<file path="src/fwsp_pkg.sv">
// Constants for the flash status polling controller.
// Assumes a parallel NOR flash with asynchronous read and write cycles.
package fwsp_pkg;
  localparam int unsigned CLK_HZ = 25000000;
  localparam int unsigned ADDR_W = 24;
  localparam int unsigned DATA_W = 8;
  // Register indices of the command port
  localparam logic [3:0] REG_CTRL = 4'h0;
  localparam logic [3:0] REG_ADDR = 4'h1;
  localparam logic [3:0] REG_DATA = 4'h2;
  localparam logic [3:0] REG_STAT = 4'h3;
  localparam logic [3:0] REG_LAST = 4'h4;
  // Control bit positions
  localparam int unsigned CTRL_POLL = 0;
  localparam int unsigned CTRL_TOGGLE = 1;
  localparam int unsigned CTRL_ABORT = 2;
  // Status bit positions
  localparam int unsigned ST_BUSY = 0;
  localparam int unsigned ST_DONE = 1;
  localparam int unsigned ST_FAIL = 2;
  localparam int unsigned ST_RDY = 3;
  localparam int unsigned ST_ERTIMER = 4;
  localparam int unsigned ST_ABORTBIT = 5;
  // Flash data bit positions
  localparam int unsigned POLL_BIT = 7;
  localparam int unsigned TOGGLE_ONE_BIT = 6;
  localparam int unsigned TIMEOUT_BIT = 5;
  localparam int unsigned ERASE_TIMER_BIT = 3;
  localparam int unsigned TOGGLE_TWO_BIT = 2;
  localparam int unsigned ABORT_BIT = 1;
  // Flash read cycle timing
  localparam int unsigned READ_ACCESS_NS = 100;
  localparam int unsigned PERIOD_NS = 1000000000 / CLK_HZ;
  localparam int unsigned READ_CYCLES =
    (READ_ACCESS_NS + PERIOD_NS - 1) / PERIOD_NS + 1;
  localparam int unsigned RECOVER_CYCLES = 1;
  typedef enum logic [2:0] {
    FWSP_IDLE = 3'b000,
    FWSP_SETUP = 3'b001,
    FWSP_STROBE = 3'b011,
    FWSP_RECOVER = 3'b010,
    FWSP_EVAL = 3'b110
  } fwsp_state_type;
  typedef enum logic [1:0] {
    FWSP_MODE_POLL = 2'b00,
    FWSP_MODE_TOGGLE = 2'b01
  } fwsp_mode_type;
endpackage
</file>
<file path="src/fwsp_host.sv">
// Host controller that polls flash write status over the parallel bus.
// Assumes software has already issued the program or erase command and
// that flash data and ready/busy come from outside the clock domain.
`timescale 1ns/1ns
module fwsp_host (
  input wire logic clk_in,
  input wire logic rst_in,
  input wire logic [3:0] addr_in,
  input wire logic [31:0] wdata_in,
  input wire logic wr_in,
  input wire logic rd_in,
  output logic [31:0] rdata_out,
  output logic [fwsp_pkg::ADDR_W-1:0] flash_addr_out,
  output logic flash_ce_n_out,
  output logic flash_oe_n_out,
  output logic flash_we_n_out,
  input wire logic [fwsp_pkg::DATA_W-1:0] flash_data_in,
  output logic [fwsp_pkg::DATA_W-1:0] flash_data_out,
  output logic flash_data_oe_out,
  input wire logic ready_busy_in_n,
  output logic busy_out
);
  import fwsp_pkg::*;

  // Elaboration checks on widths and counter reach
  if (DATA_W < 8) begin
    $error("Data width too small for status bits");
  end
  if (READ_CYCLES > 15 || RECOVER_CYCLES + 2 > 15) begin
    $error("Read timing does not fit the cycle counter");
  end

  logic [DATA_W-1:0] data_meta, data_sync;
  logic rb_meta, rb_sync;
  fwsp_state_type state, next_state;
  fwsp_mode_type mode, next_mode;
  logic [ADDR_W-1:0] poll_addr, next_poll_addr;
  logic expect_bit, next_expect_bit;
  logic [3:0] cnt, next_cnt;
  logic [DATA_W-1:0] last, next_last;
  logic [DATA_W-1:0] sample, next_sample;
  logic abort_req, next_abort_req;
  logic have_first, next_have_first;
  logic saw_timeout, next_saw_timeout;
  logic done, next_done;
  logic fail, next_fail;
  logic ce_n, next_ce_n;
  logic oe_n, next_oe_n;
  logic [31:0] rdata, next_rdata;

  // Pin inputs pass two flip-flops
  always_ff @(posedge clk_in or posedge rst_in) begin
    if (rst_in) begin
      data_meta <= '0;
      data_sync <= '0;
      rb_meta <= 1'b1;
      rb_sync <= 1'b1;
    end else begin
      data_meta <= flash_data_in;
      data_sync <= data_meta;
      rb_meta <= ready_busy_in_n;
      rb_sync <= rb_meta;
    end
  end

  function automatic logic toggled(input logic [DATA_W-1:0] a,
                                   input logic [DATA_W-1:0] b);
    toggled = a[TOGGLE_ONE_BIT] != b[TOGGLE_ONE_BIT];
  endfunction

  always_comb begin
    next_state = state;
    next_mode = mode;
    next_poll_addr = poll_addr;
    next_expect_bit = expect_bit;
    next_cnt = cnt;
    next_last = last;
    next_sample = sample;
    next_abort_req = abort_req;
    next_have_first = have_first;
    next_saw_timeout = saw_timeout;
    next_done = done;
    next_fail = fail;
    next_ce_n = ce_n;
    next_oe_n = oe_n;
    next_rdata = 32'h0;
    if (rd_in) begin
      unique case (addr_in)
        REG_ADDR: next_rdata = 32'(poll_addr);
        REG_DATA: next_rdata = {31'h0, expect_bit};
        REG_STAT: begin
          next_rdata[ST_BUSY] = state != FWSP_IDLE;
          next_rdata[ST_DONE] = done;
          next_rdata[ST_FAIL] = fail;
          next_rdata[ST_RDY] = rb_sync;
          next_rdata[ST_ERTIMER] = last[ERASE_TIMER_BIT];
          next_rdata[ST_ABORTBIT] = last[ABORT_BIT];
        end
        REG_LAST: next_rdata = 32'(last);
        default: next_rdata = 32'h0;
      endcase
    end
    if (wr_in && state == FWSP_IDLE) begin
      unique case (addr_in)
        REG_ADDR: next_poll_addr = wdata_in[ADDR_W-1:0];
        REG_DATA: next_expect_bit = wdata_in[POLL_BIT];
        REG_CTRL: begin
          if (wdata_in[CTRL_POLL] || wdata_in[CTRL_TOGGLE]) begin
            next_mode = wdata_in[CTRL_TOGGLE] ? FWSP_MODE_TOGGLE
                                              : FWSP_MODE_POLL;
            next_have_first = 1'b0;
            next_saw_timeout = 1'b0;
            next_done = 1'b0;
            next_fail = 1'b0;
            next_state = FWSP_SETUP;
          end
        end
        default: ;
      endcase
    end
    // Abort is held until the next evaluation
    if (wr_in && addr_in == REG_CTRL && wdata_in[CTRL_ABORT] &&
        state != FWSP_IDLE) begin
      next_abort_req = 1'b1;
    end
    unique case (state)
      FWSP_IDLE: ;
      FWSP_SETUP: begin
        next_ce_n = 1'b0;
        next_oe_n = 1'b0;
        next_cnt = 4'(READ_CYCLES);
        next_state = FWSP_STROBE;
      end
      FWSP_STROBE: begin
        if (cnt != 4'h0) begin
          next_cnt = cnt - 4'h1;
        end else begin
          // Bus seen two edges back, still inside the strobe
          next_sample = data_sync;
          // Each read ends with strobes released
          next_ce_n = 1'b1;
          next_oe_n = 1'b1;
          next_cnt = 4'(RECOVER_CYCLES + 2);
          next_state = FWSP_RECOVER;
        end
      end
      FWSP_RECOVER: begin
        if (cnt != 4'h0) begin
          next_cnt = cnt - 4'h1;
        end else begin
          next_state = FWSP_EVAL;
        end
      end
      FWSP_EVAL: begin
        next_last = sample;
        next_have_first = 1'b1;
        next_state = FWSP_SETUP;
        if (next_abort_req) begin
          next_state = FWSP_IDLE;
        end else if (mode == FWSP_MODE_POLL) begin
          if (sample[POLL_BIT] == expect_bit) begin
            // Confirm with a further read before trusting data
            if (have_first && last[POLL_BIT] == expect_bit) begin
              next_done = 1'b1;
              next_state = FWSP_IDLE;
            end
          end else if (saw_timeout) begin
            next_fail = 1'b1;
            next_state = FWSP_IDLE;
          end else if (sample[TIMEOUT_BIT]) begin
            next_saw_timeout = 1'b1;
          end
        end else if (have_first) begin
          if (!toggled(sample, last)) begin
            next_done = 1'b1;
            next_state = FWSP_IDLE;
          end else if (saw_timeout) begin
            next_fail = 1'b1;
            next_state = FWSP_IDLE;
          end else if (sample[TIMEOUT_BIT]) begin
            next_saw_timeout = 1'b1;
          end
        end
      end
      default: next_state = FWSP_IDLE;
    endcase
    if (next_state == FWSP_IDLE) begin
      next_abort_req = 1'b0;
    end
  end

  always_ff @(posedge clk_in or posedge rst_in) begin
    if (rst_in) begin
      state <= FWSP_IDLE;
      mode <= FWSP_MODE_POLL;
      poll_addr <= '0;
      expect_bit <= 1'b0;
      cnt <= 4'h0;
      last <= '0;
      sample <= '0;
      abort_req <= 1'b0;
      have_first <= 1'b0;
      saw_timeout <= 1'b0;
      done <= 1'b0;
      fail <= 1'b0;
      ce_n <= 1'b1;
      oe_n <= 1'b1;
      rdata <= 32'h0;
    end else begin
      state <= next_state;
      mode <= next_mode;
      poll_addr <= next_poll_addr;
      expect_bit <= next_expect_bit;
      cnt <= next_cnt;
      last <= next_last;
      sample <= next_sample;
      abort_req <= next_abort_req;
      have_first <= next_have_first;
      saw_timeout <= next_saw_timeout;
      done <= next_done;
      fail <= next_fail;
      ce_n <= next_ce_n;
      oe_n <= next_oe_n;
      rdata <= next_rdata;
    end
  end

  logic busy;
  always_ff @(posedge clk_in or posedge rst_in) begin
    if (rst_in) begin
      busy <= 1'b0;
    end else begin
      busy <= !rb_sync;
    end
  end

  assign rdata_out = rdata;
  assign flash_addr_out = poll_addr;
  assign flash_ce_n_out = ce_n;
  assign flash_oe_n_out = oe_n;
  assign flash_we_n_out = 1'b1;
  assign flash_data_out = '0;
  assign flash_data_oe_out = 1'b0;
  assign busy_out = busy;
endmodule

</file>
<file path="config.mk">
export PLATFORM = sky130hd
export DESIGN_NAME = fwsp_host
export DESIGN_NICKNAME = d
export VERILOG_FILES = /design/src/fwsp_pkg.sv /design/src/fwsp_host.sv
export SDC_FILE = /design/constraint.sdc
export NUM_CORES = 1
export LEC_CHECK = 0
export BUFFER_PORTS_ARGS = -buffer_cell sky130_fd_sc_hd__buf_2
export CAP_MARGIN = 20
export CORE_MARGIN = 2
export CORE_UTILIZATION = 46
export CTS_CLUSTER_SIZE = 12
export DETAILED_ROUTE_END_ITERATION = 6
export PLACE_DENSITY = 0.75
export SYNTH_ARGS = -nofsm -noshare
export SYNTH_HDL_FRONTEND = slang
export SYNTH_SLANG_ARGS = --single-unit
export TNS_END_PERCENT = 1
</file>
<file path="constraint.sdc">
create_clock -name clk_in -period 3 [get_ports clk_in]
set_input_delay 0.45 -clock clk_in [delete_from_list [all_inputs] [get_ports clk_in]]
set_output_delay 0.45 -clock clk_in [all_outputs]
set_load 0.02 [all_outputs]
</file>
==> results.yml, run 1 <==
power:
  leakage_uw: 0.002442
  intPower_uw: 2380
  combPwrFrac_pct: 25.0
  netSwitchingPower_uw: 1209
  vdd_drop_max_mv: 0.2949
  power_density_nw_per_um2: 775.7
  p_sw_share_pct: 33.68
  clockPowerShare_pct: 22.7
  seqPwrFrac_pct: 52.4
clock_network:
  clk_pin_slew_worst_paths_ns: 0.10
  postCtsResizedCells: 0
  clk_latency_ns: 0.36
  numCtsBuffers: 9
  cts.sinks: 98
  postCtsSetupRepairBufs: 0
  clock_path_buffers: 2
  hold_buffers: 0
  cts_tree: "done"
  cts_max_level: 3
  root_buffer: "clkbuf_8"
detailed_routing:
  drtPass1Iterations: 5
  vias: 2481
  ant_nets: 0
  via_per_inst: 5.084
  drc: 0
  wl_per_cell_um: 14.89
  drt_iter0_markers: 144
  wirelength_mm: 7.268
worst_setup_path:
  cp-start-kind: "flop"
  critPathKind: "flop to flop"
  timing.rr.start: "state[1]$_DFF_PP0_"
  slowest_delay_ns: 0.55
  worstSetupEndpointType: "flop"
  r2r_end: "flash_addr_out[7]$_DFFE_PP0P_"
  cp_slowest_cell: "nand2_2"
  path_cells: "nor4b_2, nand2_2, mux2_4"
  cp_top_family: "simple AND/OR/NAND/NOR gates"
  required_ns: 3.25
  crit_fanout: 24
  worstPathArrival_ns: 2.37
  path_buf_inv: 0
  r2r_setup_slack_ns: 0.87
  rr_worst_depth: 3
sta:
  max_freq_ghz: 0.4703
  drv_slew: 0
  final-setup-viol-count: 0
  fin_setup_tns_ns: 0
  hold_viol: 0
  worst_slew_pin_slew_ns: 0.8088
  max_slew_margin_pct: 45.89
  finalCriticalPeriod_ns: 2.126
  rsz0062_at_grt: "false"
  finalCritPeriodShare_pct: 70.87
  finClkSkew_ns: 0.01221
synthesis:
  synth.avg_cell_area_sq_um: 13.76
  netlist_area_sq_um: 3949
  synthFlopType: "dfrtp_1"
  synthArstFlopShare_pct: 100.0
  yosysTopAreaCellShare_pct: 60.20
  yosys_register_bits: 98
  ys_top_cells_by_area: "dfrtp_1, mux2_4, mux2_2, buf_4, and3_1"
  ys_seq_area_share_pct: 62.20
  yosysTopAreaCell: "dfrtp_1"
  ys_types: 44
  synth_edf_count: 0
  synthCells: 287
  yosysWarningCount: 0
finish:
  fillers: 672
  area_growth_syn_to_layout_pct: 17.17
  utilization_pct: 56.03
  antennaDiodeCount: 0
  layout-drive-gt1-share_pct: 42.04
  nets: 429
place:
  place_hpwl_mm: 5.181
  globalplace.congestion: 0.8054
  io_buffers: 91
global_routing:
  grt_pass1_wl_mm: 12.23
  grt-ovfl-total: 0
  antenna_found_initial: 0
  grt_max_degree: 78
  first_global_vias: 2442
  grt_use_total_pct: 16.21
die:
  start_util_pct: 47.82
  core.rowCount: 33
  die_area_sq_um: 9341
  core-area_sq_um: 8258
  die_h_um: 96.65
  die_w_um: 96.65
  ios: 118
status:
  status: "finished clean"
job:
  drv_cap: 0
worst_hold_path:
  hold_path_class: "primary input to asynchronous set/reset pin"
through the flow:
| step | total power (uW) | hold slack [ns] | setup WS, ns | std cells | area, sq um |
|---|---|---|---|---|---|
| final | 3589 | 0.1008 | 0.8738 | 488 | 4627 |
| after global routing | 3830 | 0.1307 | 0.6440 | 488 | 4627 |
| after global placement | 2752 | 0.3350 | 0.9068 | 472 | 4427 |
| after detailed placement | 2807 | 0.3347 | 0.8471 | 472 | 4427 |
| after CTS | 3631 | 0.09967 | 0.8502 | 488 | 4627 |
| after floorplan | 2541 | 0.3312 | 1.240 | 303 | 4013 |
metal layers:
| layer | wire length, um | up-vias | global-route usage [%] |
|---|---|---|---|
| met5 | 0 | - | 0 |
| met4 | 91 | 0 | 6.284 |
| met3 | 536 | 8 | 3.974 |
| met2 | 3284 | 106 | 23.66 |
| met1 | 3356 | 1204 | 23.56 |
| li1 | - | 1163 | - |
kinds of logic (layout without fill, tap and decap cells):
logic type | after synthesis | after routing | share of synthesized area (%)
buffers and inverters | 37 | 117 | 5.830
AO/OA/AOI/OAI | 35 | 35 | 6.305
flip-flops | 98 | 98 | 62.20
AND/OR/NAND/NOR | 69 | 69 | 10.52
XOR/XNOR | 2 | 2 | 0.4437
other | 2 | 18 | 0.1902
adder cells (fa/ha/maj) | 2 | 2 | 0.6336
multiplexers | 42 | 42 | 13.88
sequential cells by signal (all words and copies together) (netlist names), 3 cells and up:
register,count
data_sync,8
data_meta,8
flash_addr_out,24
last,8
cnt,4
state,3
rdata_out,24
sample,8
synth_stat cells (all sizes together), types with 2 or more instances:
cell,count
dfrtp,95
mux2,42
buf,23
and3,18
nor2,17
nand2,11
inv,8
a21oi,7
clkbuf,6
o21ai,6
a222oi,5
nor3,4
dfstp,3
nor4b,3
a211oi,2
a22oi,2
a31oi,2
a32o,2
conb,2
ha,2
nand2b,2
nand3,2
nand3b,2
nand4b,2
nor2b,2
nor3b,2
o211ai,2
o22ai,2
or3,2
cell usage in the layout (no fill, tap or decap), types with 3 or more instances in the layout:
cell | netlist | final
a21oi_1 | 7 | 7
a222oi_1 | 5 | 5
and3_1 | 18 | 18
buf_2 | 1 | 91
clkbuf_8 | 0 | 9
clkinvlp_4 | 0 | 3
conb_1 | 2 | 18
dfrtp_1 | 95 | 95
dfstp_2 | 3 | 3
inv_1 | 8 | 7
mux2_2 | 22 | 22
mux2_4 | 20 | 20
nand2_1 | 10 | 10
nor2_1 | 17 | 17
nor3_1 | 4 | 4
o21ai_0 | 6 | 6
worst max path at each step:
stage | startpoint | to | slack (ns) | depth (start not counted)
finish | state[1]$_DFF_PP0_ | flash_addr_out[7]$_DFFE_PP0P_ | 0.87 | 3
CTS | state[1]$_DFF_PP0_ | flash_addr_out[7]$_DFFE_PP0P_ | 0.85 | 3
floorplan | addr_in[1] | flash_addr_out[0]$_DFFE_PP0P_ | 1.24 | 5
global route | state[1]$_DFF_PP0_ | saw_timeout$_DFF_PP0_ | 0.64 | 4
global placement | state[1]$_DFF_PP0_ | flash_addr_out[11]$_DFFE_PP0P_ | 0.91 | 3
detailed placement | state[1]$_DFF_PP0_ | flash_addr_out[7]$_DFFE_PP0P_ | 0.85 | 3
power by group through the flow:
stage                     combinational [uW]  sequential, uW  clock (uW)
after floorplan                          610            1930           0
after global placement                   869            1880           0
after detailed placement                 902            1900           0
after CTS                                908            1880         845
after global routing                    1000            1920         904
final                                    897            1880         813
cell type report:
class | count | area (sq um) | share of cell area [%]
sequential | 98 | 2456 | 53.08
multi-input combinational | 168 | 1323 | 28.58
timing repair buffer | 93 | 483.0 | 10.44
tap | 105 | 131.4 | 2.839
clock buffer | 9 | 123.9 | 2.677
clock inverter | 7 | 76.32 | 1.650
inverter | 8 | 33.78 | 0.7301
No activity file was read; power rests on OpenSTA's default activity.
==> run 2: changes to the inputs <==
ABC_AREA = 1   (was not set)
clock period = 1.8 ns   (was 3 ns; I/O delays follow)
==> results.yml, run 2 <==
status:
  status: "finished clean"
global_routing:
  grt_max_degree: 99
  grt_use_total_pct: 16.84
  grt-ovfl-total: 0
  first_global_vias: 2729
  antenna_found_initial: 0
  grt_pass1_wl_mm: 12.05
detailed_routing:
  vias: 2898
  wirelength_mm: 7.480
  ant_nets: 0
  drtPass1Iterations: 4
  drc: 0
  wl_per_cell_um: 11.99
  drt_iter0_markers: 117
  via_per_inst: 4.644
synthesis:
  synth_edf_count: 0
  synth.avg_cell_area_sq_um: 9.639
  synthTopCellsByCount: "dfrtp_1, nand2_1, inv_1, o21ai_0, nor2_1"
  yosysTopAreaCellShare_pct: 60.30
  ys_seq_area_share_pct: 62.30
  synthCells: 409
  yosysMostFrequentCell: "dfrtp_1"
  yosys_register_bits: 98
  synthFlopType: "dfrtp_1"
  ys_top_cells_by_area: "dfrtp_1, nand2_1, inv_1, o21ai_0, buf_4"
  yosysTopAreaCell: "dfrtp_1"
  netlist_area_sq_um: 3943
  synthArstFlopShare_pct: 100.0
  ys_types: 31
  yosysWarningCount: 0
power:
  p_sw_share_pct: 37.76
  vdd_drop_max_mv: 0.5393
  leakage_uw: 0.002539
  combPwrFrac_pct: 32.1
  seqPwrFrac_pct: 47.1
  power_density_nw_per_um2: 1399
  netSwitchingPower_uw: 2497
  intPower_uw: 4117
  clockPowerShare_pct: 20.8
finish:
  nets: 565
  utilization_pct: 57.26
  layout-drive-gt1-share_pct: 24.66
  antennaDiodeCount: 0
  area_growth_syn_to_layout_pct: 19.93
  final_cell_mix: "dfrtp_1, buf_2, nand2_1, inv_1, o21ai_0"
  final_common_cell: "dfrtp_1"
die:
  die_area_sq_um: 9328
  core-area_sq_um: 8258
  die_h_um: 96.58
  die_w_um: 96.58
  start_util_pct: 47.74
  core.rowCount: 33
  ios: 118
sta:
  max_freq_ghz: 0.6600
  drv_slew: 0
  hold_viol: 0
  max_slew_margin_pct: 66.51
  rsz0062_at_grt: "false"
  finalCritPeriodShare_pct: 84.18
  finClkSkew_ns: 0.008400
  worst_slew_pin_slew_ns: 0.5024
  final-setup-viol-count: 0
  finalCriticalPeriod_ns: 1.515
  fin_setup_tns_ns: 0
clock_network:
  clk_latency_ns: 0.36
  numCtsBuffers: 9
  root_buffer: "clkbuf_8"
  clk_pin_slew_worst_paths_ns: 0.10
  clock_path_buffers: 2
  cts_max_level: 3
  cts_tree: "done"
  cts.sinks: 98
  postCtsResizedCells: 0
worst_setup_path:
  cp-start-kind: "flop"
  required_ns: 2.07
  critPathKind: "flop to flop"
  crit_fanout: 32
  worstPathArrival_ns: 1.79
  worstSetupEndpointType: "flop"
place:
  io_buffers: 91
  place_hpwl_mm: 5.393
  globalplace.congestion: 0.8859
job:
  drv_cap: 0
worst_hold_path:
  hold_path_class: "primary input to asynchronous set/reset pin"
[run 2: cell count changes in the layout (fill, tap and decap cells not counted), moves of 10 or more]
cell | before | now
and3_1 | 18 | 0
inv_1 | 7 | 67
mux2_2 | 22 | 0
mux2_4 | 20 | 0
nand2_1 | 10 | 82
nand3_1 | 2 | 12
nor2_1 | 17 | 32
o21ai_0 | 6 | 45
[run 2: worst max-delay path: stages (launching register included)]
cell and delay [ns]:
dfrtp_1 0.45, nor2_1 0.12, nand2_1 0.10, nor2_2 0.12, inv_2 0.06, nor2_4 0.08
buf_4 0.30, nand2_1 0.10, o21ai_0 0.10
[run 2: cell type report]
type,count,area [sq um]
clock buffers,11,151.4
clock inverters,5,42.54
fillers,742,3530
inverters,70,266.5
multi-input cells,230,1085
flip-flops and latches,98,2456
well taps,105,131.4
repair buffers,105,595.6
[run 2: logic make-up after synthesis]
kind of cell    Yosys count  share of synthesized area, %
other cells               2                        0.1905
xor+xnor                  1                        0.2222
buf+inv                  97                         11.71
simple gates            142                         15.77
compound gates           67                         9.172
flops                    98                         62.30
fa+ha+maj                 2                        0.6346
[run 2: final timing paths]
| path | from | end | slack [ns] | cells past startpoint |
|---|---|---|---|---|
| worst max-delay path | state[1]$_DFF_PP0_ | flash_addr_out[10]$_DFFE_PP0P_ | 0.28 | 8 |
| worst max register to register | state[1]$_DFF_PP0_ | flash_addr_out[10]$_DFFE_PP0P_ | 0.28 | 8 |
| worst min-delay path | rst_in | flash_addr_out[4]$_DFFE_PP0P_ | 0.03 | 3 |
| worst min register to register | data_meta[4]$_DFF_PP0_ | data_sync[4]$_DFF_PP0_ | 0.35 | 0 |
| min in group clk_in | wdata_in[21] | flash_addr_out[21]$_DFFE_PP0P_ | 0.12 | 3 |
| max in group asynchronous | rst_in | cnt[3]$_DFFE_PP0P_ | 1.38 | 3 |
[run 2: layer usage]
layer  vias to the layer above  part of all wire [%]  GRT usage, %
met1                      1340                    44         21.00
met2                        99                    47         28.13
met4                         0                   1.8         7.160
li1                       1447                     -             -
met5                         -                     0             0
met3                        12                   6.9         4.034
[run 2: timing repair]
action                    4_1_cts  5_1_grt
hold buffers                    9        0
hold endpoints to repair        9        0
buffers inserted                0        0
[run 2: power by group through the flow]
stage / Sequential [uW] / Combinational [uW] / Clock [uW]
finish: 3120 / 2120 / 1380
global route: 3200 / 2430 / 1530
CTS: 3120 / 2140 / 1420
detailed placement: 3160 / 2110 / 0
global placement: 3140 / 2030 / 0
floorplan: 3470 / 1150 / 0
[run 2: metrics by stage]
stage / hold WS [ns] / area, sq um / cells / power (uW) / setup slack [ns]
2_1_floorplan: 0.2745 / 4006 / 425 / 4622 / 0.3708
3_3_place_gp: 0.3327 / 4444 / 599 / 5170 / 0.3640
3_5_place_dp: 0.3347 / 4444 / 599 / 5275 / 0.2870
4_1_cts: 0.05342 / 4728 / 624 / 6680 / 0.2670
5_1_grt: 0.08115 / 4728 / 624 / 7153 / 0.1301
6_report: 0.02558 / 4728 / 624 / 6615 / 0.2848
